`config.mk`:
```
export PLATFORM = sky130hd
export DESIGN_NAME = motor_param_code_decoder
export DESIGN_NICKNAME = d
export VERILOG_FILES = /design/src/hdl/param_code_expand.v /design/src/hdl/motor_param_code_decoder.v
export VERILOG_INCLUDE_DIRS = /design/src /design/src/hdl
export SDC_FILE = /design/constraint.sdc
export NUM_CORES = 1
export LEC_CHECK = 0
export ABC_AREA = 1
export BUFFER_PORTS_ARGS = -buffer_cell sky130_fd_sc_hd__buf_4
export CAP_MARGIN = 5
export CORE_MARGIN = 10
export CORE_UTILIZATION = 47
export DETAILED_ROUTE_END_ITERATION = 16
export PLACE_DENSITY = 0.77
export RECOVER_POWER = 100
export SYNTH_ARGS = -nofsm -noshare
export SYNTH_HDL_FRONTEND = slang
export SYNTH_SLANG_ARGS = --single-unit
export TNS_END_PERCENT = 20
```
`constraint.sdc`:
```
create_clock -name clk_i -period 1.4 [get_ports clk_i]
set_input_delay 0.07 -clock clk_i [delete_from_list [all_inputs] [get_ports clk_i]]
set_output_delay 0.07 -clock clk_i [all_outputs]
set_load 0.02 [all_outputs]
```
`src/hdl/motor_param_regs.vh`:
```
// constants for the motor parameter code decoder
`ifndef MOTOR_PARAM_REGS_VH
`define MOTOR_PARAM_REGS_VH
`define CODE_W 7
`define MANT_LSB 0
`define MANT_W 4
`define EXP_LSB 4
`define EXP_W 3
`define LINEAR_W 11
`define PHASE_RES_RESET 7'h00
`define BEMF_CONST_RESET 7'h00
`define LINEAR_RESET 11'h000
`define RES_LOW_RESET 1'h1
`define UNNORM_RESET 1'h0
`define START_VALID_RESET 1'h0
`define LINEAR_MAX 11'h780
`define PHASE_RES_MIN 11'h004
`define BEMF_CONST_MIN 11'h001
`define RES_LSB_MICROOHM 7350
`define BEMF_SCALE_PER_VHZ 1442
`define NORM_MANT_MIN 4'h8
// initial motor state encodings
`define INIT_STATIONARY 2'h0
`define INIT_FORWARD 2'h1
`define INIT_REVERSE 2'h2
`endif

```
`src/hdl/param_code_expand.v`:
```
// mantissa/exponent to linear value expander
`timescale 1ns/1ps
`include "motor_param_regs.vh"
module param_code_expand (
   // code in
   input wire [`CODE_W-1:0] code_i,
   // linear value out
   output wire [`LINEAR_W-1:0] linear_o,
   output wire normalised_o
);
   wire [`MANT_W-1:0] mant;
   wire [`EXP_W-1:0] expo;
   assign mant = code_i[`MANT_LSB +: `MANT_W];
   assign expo = code_i[`EXP_LSB +: `EXP_W];
   // largest shift 7 of a 4-bit mantissa fits 11 bits exactly
   assign linear_o = {{(`LINEAR_W-`MANT_W){1'h0}}, mant} << expo;
   assign normalised_o = (expo == 3'h0) || (mant >= `NORM_MANT_MIN);
endmodule // param_code_expand

```
`src/hdl/motor_param_code_decoder.v`:
```
// motor parameter code decoder: holds and expands resistance and back-emf codes
// Operation
// - resistance held as seven-bit host code
// - resistance unit is 7.35 milliohm
// - resistance mantissa shifted by exponent
// - all-ones resistance code gives 1920
// - back-emf held as seven-bit code
// - back-emf linear is 1442 times V/Hz
// - back-emf same format, all-ones gives 1920
// - back-emf code one gives linear one
// - handle stationary, forward, reverse start states
// - resistance in register one, back-emf two
`timescale 1ns/1ps
`include "motor_param_regs.vh"
module motor_param_code_decoder (
   // clock and reset
   input wire clk_i,
   input wire rst_i,
   // host writes of the parameter registers
   input wire motor_param_reg_one_we_i,
   input wire motor_param_reg_two_we_i,
   input wire [`CODE_W-1:0] wdata_i,
   // start-up initial motor state
   input wire start_req_i,
   input wire [1:0] init_state_i,
   // held codes
   output wire [`CODE_W-1:0] phase_res_code_o,
   output wire [`CODE_W-1:0] bemf_const_code_o,
   // linear values
   output wire [`LINEAR_W-1:0] phase_to_centre_resistance_o,
   output wire [`LINEAR_W-1:0] bemf_const_linear_o,
   // status
   output wire phase_res_low_o,
   output wire code_unnormalised_o,
   output wire [1:0] start_state_o,
   output wire start_valid_o
);
   // stored codes, zero until the host loads them
   reg [`CODE_W-1:0] phase_res_code_reg;
   reg [`CODE_W-1:0] phase_res_code_next;
   reg [`CODE_W-1:0] bemf_const_code_reg;
   reg [`CODE_W-1:0] bemf_const_code_next;
   // registered linear values
   reg [`LINEAR_W-1:0] res_linear_reg;
   reg [`LINEAR_W-1:0] res_linear_next;
   reg [`LINEAR_W-1:0] bemf_linear_reg;
   reg [`LINEAR_W-1:0] bemf_linear_next;
   // registered status
   reg res_low_reg;
   reg res_low_next;
   reg unnorm_reg;
   reg unnorm_next;
   // start request capture
   reg [1:0] start_state_reg;
   reg [1:0] start_state_next;
   reg start_valid_reg;
   reg start_valid_next;
   // expander results
   wire [`LINEAR_W-1:0] res_lin;
   wire [`LINEAR_W-1:0] bemf_lin;
   wire res_norm;
   wire bemf_norm;

   assign phase_res_code_o = phase_res_code_reg;
   assign bemf_const_code_o = bemf_const_code_reg;
   assign phase_to_centre_resistance_o = res_linear_reg;
   assign bemf_const_linear_o = bemf_linear_reg;
   assign phase_res_low_o = res_low_reg;
   assign code_unnormalised_o = unnorm_reg;
   assign start_state_o = start_state_reg;
   assign start_valid_o = start_valid_reg;

   always @* begin
      phase_res_code_next = phase_res_code_reg;
      if (motor_param_reg_one_we_i) begin
         phase_res_code_next = wdata_i;
      end
   end

   // seven-bit back-emf code
   // both enables in one cycle load the same word into each register
   always @* begin
      bemf_const_code_next = bemf_const_code_reg;
      if (motor_param_reg_two_we_i) begin
         bemf_const_code_next = wdata_i;
      end
   end

   always @(posedge clk_i) begin
      if (rst_i) begin
         phase_res_code_reg <= `PHASE_RES_RESET;
      end else begin
         phase_res_code_reg <= phase_res_code_next;
      end
   end

   always @(posedge clk_i) begin
      if (rst_i) begin
         bemf_const_code_reg <= `BEMF_CONST_RESET;
      end else begin
         bemf_const_code_reg <= bemf_const_code_next;
      end
   end

   param_code_expand res_expand (
      .code_i(phase_res_code_reg),
      .linear_o(res_lin),
      .normalised_o(res_norm)
   );

   param_code_expand bemf_expand (
      .code_i(bemf_const_code_reg),
      .linear_o(bemf_lin),
      .normalised_o(bemf_norm)
   );

   // one lsb is 7.35 milliohm
   // kept in lsb units; scaling to ohms is left to the consumer
   always @* begin
      res_linear_next = res_lin;
   end

   always @* begin
      bemf_linear_next = bemf_lin;
   end

   always @(posedge clk_i) begin
      if (rst_i) begin
         res_linear_reg <= `LINEAR_RESET;
      end else begin
         res_linear_reg <= res_linear_next;
      end
   end

   always @(posedge clk_i) begin
      if (rst_i) begin
         bemf_linear_reg <= `LINEAR_RESET;
      end else begin
         bemf_linear_reg <= bemf_linear_next;
      end
   end

   // flag unsupported small resistance
   // status only: a value below four is still passed on as written
   always @* begin
      res_low_next = 1'h0;
      if (res_lin < `PHASE_RES_MIN) begin
         res_low_next = 1'h1;
      end
   end

   always @* begin
      unnorm_next = 1'h0;
      if (!res_norm) begin
         unnorm_next = 1'h1;
      end
      if (!bemf_norm) begin
         unnorm_next = 1'h1;
      end
   end

   always @(posedge clk_i) begin
      if (rst_i) begin
         res_low_reg <= `RES_LOW_RESET;
      end else begin
         res_low_reg <= res_low_next;
      end
   end

   always @(posedge clk_i) begin
      if (rst_i) begin
         unnorm_reg <= `UNNORM_RESET;
      end else begin
         unnorm_reg <= unnorm_next;
      end
   end

   always @* begin
      start_state_next = start_state_reg;
      start_valid_next = 1'h0;
      if (start_req_i) begin
         start_valid_next = 1'h1;
         case (init_state_i)
            `INIT_FORWARD: begin
               start_state_next = `INIT_FORWARD;
            end
            `INIT_REVERSE: begin
               start_state_next = `INIT_REVERSE;
            end
            `INIT_STATIONARY: begin
               start_state_next = `INIT_STATIONARY;
            end
            // spare encoding treated as stationary, the safe start
            default: begin
               start_state_next = `INIT_STATIONARY;
            end
         endcase
      end
   end

   always @(posedge clk_i) begin
      if (rst_i) begin
         start_state_reg <= `INIT_STATIONARY;
      end else begin
         start_state_reg <= start_state_next;
      end
   end

   always @(posedge clk_i) begin
      if (rst_i) begin
         start_valid_reg <= `START_VALID_RESET;
      end else begin
         start_valid_reg <= start_valid_next;
      end
   end
endmodule // motor_param_code_decoder

```
# == Yosys cells after proc, flatten, opt, wreduce, memory -nomap -nowiden ==
# Cells that the tools add are included.
# W data, S select, Z words.
# word_totals
register_bits,41
output_inout_bits,41
elab_cells,24
inputBits,14
# classes
n_mux,5
shifts,2
n_reduce_logical,4
magnitude_cmp,3
n_eq_ne,2
# op_table
op,count
$shl A4 B3 Y11,2
$lt A11 B3 Y1 const B,1
$ge A4 B4 Y1 const B,2
$logic_not A3 Y1,2
$mux W1,4
$pmux W2 S2,1
$eq A2 B1 Y1 const B,1
$eq A2 B2 Y1 const B,1
$logic_or A1 B1 Y1,2

# == Longest topological paths before layout ==
# Gate-level depths: netlist of run 1.
# depth
word_depth,4
mapped_depth,8

# == Hierarchy ==
# From an unflattened synthesis of run 1, not the netlist that was laid out.
# hier_totals
hier_cells,242
area_unflattened_um2,1699.1
# modules_own_cells
module,seq_area_each_um2,area_each_um2,cells_each,n_inst
motor_param_code_decoder,820.8,1296.2,154,1
param_code_expand,0.0,201.4,44,2

# == Least setup slack after synthesis of run 1 ==
# Ideal clock, no wire load.
# synth_timing
path_kind,reg2reg
start,"register phase_res_code_reg[5], in the netlist phase_res_code_o[5]"
end,"register res_low_reg, in the netlist phase_res_low_o"
period_less_slack_ps,1190
setup_ps,113
arrival_ps,1077
stages_incl_launch_ff,8
n_path_buf,0
slack_ps,210
required_ps,1287
path_cell_list,dfxtp_1 > inv_2 > nand3_1 > nand2_2 > nor2_1 > nor2_1 > nand3_1 > nand2_1
# synth_between
elab_chain_len,3
# synth_rtl
item,line,text
"start, declared",motor_param_code_decoder.v:39,reg [`CODE_W-1:0] phase_res_code_reg;
"start signal, assigned",motor_param_code_decoder.v:91,phase_res_code_reg <= `PHASE_RES_RESET;
"start signal, assigned",motor_param_code_decoder.v:93,phase_res_code_reg <= phase_res_code_next;
$shl A4 B3 Y11,param_code_expand.v:16,"assign linear_o = {{(`LINEAR_W-`MANT_W){1'h0}}, mant} << expo;"
$lt A11 B3 Y1 (no source line),--,
$mux W1,motor_param_code_decoder.v:147,if (res_lin < `PHASE_RES_MIN) begin
"end signal, assigned",motor_param_code_decoder.v:164,res_low_reg <= `RES_LOW_RESET;
"end signal, assigned",motor_param_code_decoder.v:166,res_low_reg <= res_low_next;
"end, declared",motor_param_code_decoder.v:49,reg res_low_reg;
# Every way passes these cells.
# A chain may end at the register's enable or synchronous reset.

==> qor.txt, run 1 <==
Status: complete, no violations
Slew HR: 78.9%
Fraction of layout cells with a size suffix above 1: 13.7%
Gr ovfl total: 0
Crit. End Element: register
R2r setup slk: 0.11 ns
Global-route wire length before repair: 6350 um
Total Power: 0.00239 W
Mean area per synthesized cell: 8.13 sq um
Area leader, netlist: dfxtp_1
MaxCap Viol Count: 0
CP most frequent cell: dlygate4sd3_1
Post-synth EDFFs: 0
GRT Overall Usage: 13.1%
Port Buf Inserts: 54
Worst path max stage delay: 0.55 ns
Die Width: 76.0 um
Critical path class: primary input to register
H-Tree Depth: 2
Hpwl dp: 2790 um
Io pins: 55
Synth top area cells: dfxtp_1 (56%), nor2_1 (8.4%), o21ai_0 (6.5%)
Hold path start: motor_param_reg_one_we_i
Routed WL per cell: 13.2 um
Max Slew Vio Count: 0
Final Hold Fails: 0
Hold slack: 0.0147 ns
Core Area: 3030 sq um
GPL Wtd Cong: 0.909
Crit-path max FO: 4
Largest net degree at the start of global routing: 13
Register area share after synthesis: 55.8%
Initial antenna violation count: 0
Reg-to-Reg Start: phase_res_code_o[0]
Ys async rst share: 0%
Most frequent cells in the layout: dfxtp_1 (41), clkbuf_1 (39), nor2_1 (34)
Initial DRC count: 131
Peak supply drop: 0.000835 V
Synthesized Nets: 195
Synth Register Bits: 41
Setup ws final: 0.0392 ns
Synthesized area: 1470 sq um
Initial Util: 48.6%
WL final: 3930 um
Clock-pin slew on the worst setup and hold paths: 0.11 ns
Routed Antenna Nets: 0
Clock skew: 0.00817 ns
Fmax: 0.735 GHz
TritonCTS clock tree: built
YS warnings: 0
# setup viols final: 0
Crit path DAT: 1.61 ns
Most used DFF post-synth: dfxtp_1
N_diodes: 0
DIE HEIGHT: 76.0 um
CP max-delay cell: dlygate4sd3_1
Commonest non-fill, non-tap cell in the layout: dfxtp_1
Vias: 1417
RSZ-0062 raised after global routing: yes
Worst-path cell chain: dlygate4sd3_1 > buf_4 > inv_2 > nor3_2 > a21oi_1 > nor2_1 > dlygate4sd3_1
Worst flop-to-flop path endpoint: phase_res_code_o[0]
Via density: 4.74
Worst Hold End: phase_res_code_o[2]
FF-to-FF path depth: 3
Part of the cycle the worst path needs: 97.2%
Layout net count: 269
CP Data Required Time: 1.65 ns
Post-layout minimum cycle time: 1.36 ns
Least-Margin Pin Slew: 0.317 ns
Clk sinks: 41
LEAKAGE: 0.846 nW
Cell Pwr Density: 1190 nW/um^2
Cells after Synth: 181
Synth-to-layout area growth: 36.4%
Num CTS Buffers: 5
Synth top area share: 55.8%
Worst-Skew Late Latency: 0.34 ns
Crit start category: primary input
Synth unique cells: 25
Worst min path class: primary input to register
Remaining DRCs: 0
Vias in the first global route: 1374
DR pass1 iterations: 5
Root Buffer: clkbuf_4
FP Rows: 20
Critical Path Source: start_req_i
Die area: 5770 sq um
DP Worst Slack: 0.228 ns
Hold depth: 3
Maximum clock insertion buffer count: 2
Final Core Density: 66.3%
[cell usage after synthesis, types with 2 or more instances]
cell and instances:
clkbuf_1 3, a21oi_1 12, inv_1 10, o21ai_0 19, nand3_1 15, o22ai_1 3, nand2_2 4, inv_2 2
nand2_1 23, nor2_1 33, nor3_1 3, dfxtp_1 41
[critical path, delay by kind of cell]
family          cells  cell delay [ns]
simple gates        2             0.10
buf+inv             4             1.32
compound gates      1             0.12
[sequential cells by signal (all words and copies together), names as in the netlist]
register / flops
start_state_o: 2
code_unnormalised_o: 1
start_valid_o: 1
bemf_const_code_o: 7
phase_res_code_o: 7
phase_res_low_o: 1
bemf_const_linear_o: 11
phase_to_centre_resistance_o: 11
[power by group]
| group | switching (W) | leakage (nW) | total, W | internal [W] |
|---|---|---|---|---|
| registers | 0.0000457 | 0.337 | 0.00127 | 0.00123 |
| clock network | 0.000352 | 0.0410 | 0.000716 | 0.000363 |
| logic | 0.000253 | 0.468 | 0.000403 | 0.000150 |
[kinds of logic after synthesis]
kind of cell           synth area share (%)
multiplexers                          0.680
AO/OA/AOI/OAI                          13.8
AND/OR/NAND/NOR                        24.1
buffers and inverters                  5.70
flip-flops                             55.8
[per-layer routing]
layer  global-route usage [%]  up-vias  routed length (um)  share of wire, %
li1                         -      744                   -                 -
met1                     15.5      621                1910                49
met2                     20.0       43                1760                45
met3                     5.42        9                 178               4.5
met4                     6.25        0                  80               2.0
met5                        0        -                   0                 0
[worst max-delay path by stage]
stage | to | depth (start not counted)
2_1_floorplan | phase_res_low_o | 7
3_3_place_gp | phase_res_low_o | 8
3_5_place_dp | phase_res_low_o | 8
4_1_cts | bemf_const_code_o[6] | 6
5_1_grt | start_state_o[1] | 7
6_report | start_state_o[1] | 7
[stage by stage]
step / TNS, ns / std cells / instance area (sq um)
6_report: 0 / 299 / 2010
5_1_grt: -0.0391 / 299 / 2010
4_1_cts: 0 / 298 / 2140
3_5_place_dp: 0 / 275 / 1910
3_3_place_gp: 0 / 275 / 1910
2_1_floorplan: 0 / 181 / 1470
[area by class of cell]
cell class	instances	area [sq um]
tap	44	55.1
multi-input combinational	121	567
timing repair buffer	73	442
inverter	13	50.0
fill	287	1020
sequential	41	821
clock inverter	2	35.0
clock buffer	5	37.5
[timing repair]
action	CTS	global route
buffers inserted	0	1
endpoints found under the hold margin	17	0
gates resized for setup	0	3
setup endpoints to repair	0	2
hold buffers	16	0
(Power assumes the default switching activity.)
==> run 2, diff against run 1 <==
--- a/config.mk
+++ b/config.mk
@@ -9,2 +9,3 @@
 export ABC_AREA = 1
+export ABC_CLOCK_PERIOD_IN_PS = 1400
 export BUFFER_PORTS_ARGS = -buffer_cell sky130_fd_sc_hd__buf_4
@@ -14,2 +15,3 @@
 export DETAILED_ROUTE_END_ITERATION = 16
+export HOLD_SLACK_MARGIN = 0.08
 export PLACE_DENSITY = 0.77
--- a/constraint.sdc
+++ b/constraint.sdc
@@ -3,2 +3,2 @@
 set_output_delay 0.07 -clock clk_i [all_outputs]
-set_load 0.02 [all_outputs]
+set_load 0.01 [all_outputs]
==> qor.txt, run 2 (synthesized netlist as in run 1, its figures left out) <==
Post-layout minimum cycle time: 1.36 ns (+0.00300 ns)
Gr ovfl total: 0 (unchanged)
Remaining DRCs: 0 (unchanged)
GRT Overall Usage: 13.3% (+0.19 points)
DIE HEIGHT: 76.0 um (unchanged)
Final Hold Fails: 0 (unchanged)
Core Area: 3030 sq um (unchanged)
TritonCTS clock tree: built
DP Worst Slack: 0.228 ns (unchanged)
Status: complete, no violations
Layout Cells excl Fill: 302 (+1.0%)
Routed WL per cell: 13.4 um (+2.2%)
Least-Margin Pin Slew: 0.324 ns (+0.00744 ns)
Worst-Skew Late Latency: 0.35 ns (about the same)
Clock-pin slew on the worst setup and hold paths: 0.11 ns (about the same)
WL final: 4060 um (+3.2%)
Crit start category: primary input
Placed instance area: 1910 sq um (unchanged)
Hold path start: rst_i
Initial antenna violation count: 0 (unchanged)
Port Buf Inserts: 54 (unchanged)
Crit-path max FO: 4 (unchanged)
Max Slew Vio Count: 0 (unchanged)
Critical Path Source: start_req_i
# setup viols final: 0 (unchanged)
N_diodes: 0 (unchanged)
CP Data Required Time: 1.65 ns (about the same)
Setup TNS: 0 ns (unchanged)
Worst Hold End: phase_res_low_o
Clock skew: 0.00963 ns (+0.00146 ns)
Crit. End Element: register
Synth-to-layout area growth: 37.6%
GPL Wtd Cong: 0.909 (unchanged)
H-Tree Depth: 2 (unchanged)
RSZ-0062 raised after global routing: yes
Crit path DAT: 1.61 ns (about the same)
Vias: 1469 (+3.7%)
Initial DRC count: 156 (+19%)
Post-route cell area: 2020 sq um (+0.87%)
Vias in the first global route: 1392 (+1.3%)
Die area: 5770 sq um (unchanged)
MaxCap Viol Count: 0 (unchanged)
Routed Antenna Nets: 0 (unchanged)
Part of the cycle the worst path needs: 97.4% (+0.21 points)
Fraction of layout cells with a size suffix above 1: 12.8% (-0.93 points)
Reg-to-Reg Start: phase_res_code_o[0]
Hold depth: 3 (unchanged)
Cell Pwr Density: 1160 nW/um^2 (-2.6%)
Die Width: 76.0 um (unchanged)
Placed instance count: 275 (unchanged)
Setup ws final: 0.0362 ns (-0.00300 ns)
Peak supply drop: 0.000827 V (-1.0%)
Via density: 4.86 (+2.6%)
Fmax: 0.733 GHz (-0.22%)
Layout net count: 272 (+1.1%)
Root Buffer: clkbuf_4
LEAKAGE: 0.850 nW (+0.49%)
DR pass1 iterations: 4 (-1)
Num CTS Buffers: 5 (unchanged)
Most frequent cells in the layout: dfxtp_1 (41), clkbuf_1 (41), nor2_1 (34)
Maximum clock insertion buffer count: 2 (unchanged)
Worst min path class: primary input to register
Clk sinks: 41 (unchanged)
Worst flop-to-flop path endpoint: phase_res_code_o[0]
R2r setup slk: 0.11 ns (about the same)
FP Rows: 20 (unchanged)
Global-route wire length before repair: 6440 um (+1.4%)
Critical path class: primary input to register
Hold slack: 0.0965 ns (+0.0818 ns)
Hpwl dp: 2790 um (unchanged)
Initial Util: 48.6% (unchanged)
FF-to-FF path depth: 3 (unchanged)
Largest net degree at the start of global routing: 13 (unchanged)
Io pins: 55 (unchanged)
Slew HR: 78.4% (-0.50 points)
## run 2: cell types whose count changed in the layout (fill, tap and decap cells not counted), sizes merged
cell         delta
buf             -3
clkbuf          +3
dlygate4sd3     +3
## run 2: critical path: stages
cell and delay, ns:
dlygate4sd3_1 0.55, buf_4 0.14, inv_2 0.08, nor3_2 0.05, a21oi_1 0.12, nor2_1 0.05
dlygate4sd3_1 0.54
## run 2: what timing repair did
action | CTS | global route
buffers inserted | 0 | 1
setup endpoints to repair | 0 | 2
hold endpoints to repair | 25 | 0
gates resized for setup | 0 | 3
hold buffers | 19 | 0
## run 2: per-layer routing
metal / wire length [um] / track usage [%] / up-vias
li1: - / - / 752
met1: 1900 / 15.8 / 651
met2: 1830 / 20.4 / 57
met3: 241 / 5.31 / 9
met4: 80 / 6.25 / 0
met5: 0 / 0 / -
## run 2: final cells by class
cell class              instances  area [sq um]
clock buffers                   5          37.5
clock inverters                 2          35.0
fillers                       290          1000
inverters                      13          50.0
multi-input cells             121           562
flip-flops and latches         41           821
well taps                      44          55.1
repair buffers                 76           464
## run 2: power breakdown
part           switching, W  leakage, nW  internal [W]
combinational      0.000209        0.472      0.000152
sequential        0.0000460        0.337       0.00123
clock              0.000352       0.0410      0.000364
total              0.000607        0.850       0.00174
## run 2: how the worst max path moves through the flow
stage	slack [ns]	depth (start not counted)	to
6_report	0.04	7	start_state_o[1]
5_1_grt	-0.04	7	start_state_o[1]
4_1_cts	0.05	6	bemf_const_code_o[6]
3_5_place_dp	0.23	8	phase_res_low_o
3_3_place_gp	0.21	8	phase_res_low_o
2_1_floorplan	0.29	7	phase_res_low_o
## run 2: stage by stage
stage | power, W | util [%]
3_3_place_gp | 0.00166 | 63.1
6_report | 0.00235 | 66.9
3_5_place_dp | 0.00166 | 63.1
4_1_cts | 0.00241 | 71.8
2_1_floorplan | 0.00149 | -
5_1_grt | 0.00246 | 66.9
==> run 3, diff against run 2 <==
Settings changed: BUFFER_PORTS_ARGS -buffer_cell sky130_fd_sc_hd__buf_4 to -buffer_cell sky130_fd_sc_hd__buf_2, CAP_MARGIN 5 to 20, HOLD_SLACK_MARGIN 0.08 to not set.
==> qor.txt, run 3 (synthesized netlist as in run 1, its figures left out) <==
Post-layout minimum cycle time: 1.20 ns (-0.164 ns)
Commonest non-fill, non-tap cell in the layout: clkbuf_1
Final Core Density: 60.9% (-6.0 points)
Worst-path cell chain: inv_2 > nand2_1 > nand3_1 > nand2_1 > nand3_1 > nor2_1 > nand3_1 > nand2_1
Reg-to-Reg Start: phase_res_code_o[4]
R2r setup slk: 0.20 ns (+0.09 ns)
Final Hold Fails: 0 (unchanged)
Routed Antenna Nets: 0 (unchanged)
Post-CTS setup buffers: 0 (unchanged)
Initial DRC count: 98 (-37%)
Via density: 4.74 (-2.5%)
GRT Overall Usage: 13.0% (-0.29 points)
Crit start category: register
Num CTS Buffers: 5 (unchanged)
Max Slew Vio Count: 0 (unchanged)
Initial Util: 48.6% (unchanged)
Maximum clock insertion buffer count: 2 (unchanged)
Global-route wire length before repair: 6330 um (-1.8%)
Clock skew: 0.00517 ns (-0.00446 ns)
Worst setup endpoint: phase_res_low_o
Worst flop-to-flop path endpoint: phase_res_low_o
Peak supply drop: 0.000776 V (-6.1%)
Root Buffer: clkbuf_4
Synth-to-layout area growth: 25.3%
Post-route cell area: 1840 sq um (-9.0%)
CP max-delay cell: dfxtp_1
Port Buf Inserts: 54 (unchanged)
WL final: 3640 um (-10%)
Part of the cycle the worst path needs: 85.7% (-12 points)
Slew HR: 62.6% (-16 points)
Most frequent cells in the layout: clkbuf_1 (42), dfxtp_1 (40), nor2_1 (34)
DR pass1 iterations: 4 (unchanged)
Routed WL per cell: 12.6 um (-6.0%)
Critical Path Source: phase_res_code_o[4]
H-Tree Depth: 2 (unchanged)
Layout net count: 257 (-5.5%)
DIE HEIGHT: 76.0 um (unchanged)
# setup viols final: 0 (unchanged)
Placed instance area: 1760 sq um (-7.9%)
Die area: 5770 sq um (unchanged)
FP Rows: 20 (unchanged)
N_diodes: 0 (unchanged)
CP Data Required Time: 1.69 ns (+0.04 ns)
Die Width: 76.0 um (unchanged)
Hpwl dp: 2760 um (-1.0%)
LEAKAGE: 0.767 nW (-9.7%)
Initial antenna violation count: 0 (unchanged)
Worst min path class: primary input to register
Clk sinks: 41 (unchanged)
GPL Wtd Cong: 0.911 (+0.20%)
Worst path max stage delay: 0.44 ns (-0.11 ns)
FF-to-FF path depth: 8 (+5)
Cell Pwr Density: 1210 nW/um^2 (+3.9%)
Largest net degree at the start of global routing: 19 (+6)
Least-Margin Pin Slew: 0.561 ns (+0.237 ns)
Status: complete, no violations
Setup TNS: 0 ns (unchanged)
TritonCTS clock tree: built
Gr ovfl total: 0 (unchanged)
Crit path DAT: 1.49 ns (-0.12 ns)
Vias in the first global route: 1323 (-5.0%)
Clock-pin slew on the worst setup and hold paths: 0.11 ns (about the same)
Vias: 1366 (-7.0%)
Critical path class: register to register
Core Area: 3030 sq um (unchanged)
Crit-path max FO: 7 (+3)
MaxCap Viol Count: 0 (unchanged)
Remaining DRCs: 0 (unchanged)
Io pins: 55 (unchanged)
Worst-Skew Late Latency: 0.34 ns (about the same)
Crit. End Element: register
Fmax: 0.834 GHz (+14%)
Fraction of layout cells with a size suffix above 1: 11.5% (-1.3 points)
RSZ-0062 raised after global routing: no
run 3: cell types whose count changed in the layout (fill, tap and decap cells not counted), moves of 2 or more:
cell           delta
buf_2            +12
buf_4            -15
clkbuf_8          +2
dlygate4sd3_1    -12
inv_1             +2
run 3: per-stage QoR:
stage | hold WS [ns] | total power [W] | worst slack [ns] | cells
after floorplan | 0.204 | 0.00149 | 0.292 | 181
after global placement | 0.309 | 0.00161 | 0.189 | 273
after detailed placement | 0.317 | 0.00161 | 0.201 | 273
after CTS | 0.00108 | 0.00226 | 0.191 | 288
after global routing | 0.0239 | 0.00234 | 0.0182 | 288
final | 0.0123 | 0.00222 | 0.201 | 288
run 3: area by class of cell:
cell class | instances | area, sq um
well taps | 44 | 55.1
flip-flops and latches | 41 | 822
clock inverters | 1 | 5.00
multi-input cells | 121 | 559
clock buffers | 7 | 65.1
fillers | 307 | 1180
repair buffers | 61 | 288
inverters | 13 | 48.8
run 3: power by group:
part,switching [W],internal (W)
clock,0.000355,0.000291
combinational,0.000189,0.000111
sequential,0.0000496,0.00123
run 3: repair_timing:
action	CTS	global route
hold buffers	7	0
setup endpoints to repair	0	1
endpoints found under the hold margin	7	0
resized for setup	0	1
run 3: how the worst min path moves through the flow:
stage,start,cells after the start,end
6_report,motor_param_reg_two_we_i,3,bemf_const_code_o[0]
5_1_grt,wdata_i[5],3,bemf_const_code_o[5]
4_1_cts,motor_param_reg_two_we_i,3,bemf_const_code_o[0]
3_5_place_dp,init_state_i[0],3,start_state_o[0]
3_3_place_gp,wdata_i[1],3,phase_res_code_o[1]
2_1_floorplan,init_state_i[0],2,start_state_o[0]
run 3: metal layers:
| layer | vias up | share of wire (%) | track usage [%] |
|---|---|---|---|
| met2 | 50 | 44 | 19.9 |
| met1 | 594 | 46 | 15.4 |
| met4 | 0 | 1.7 | 5.68 |
| li1 | 716 | - | - |
| met5 | - | 0 | 0 |
| met3 | 6 | 8.4 | 5.54 |
run 3: critical path: cells and delay by family (launching register included):
family,cells,cell delay (ns)
buf+inv,1,0.12
flops,1,0.44
simple gates,7,0.59
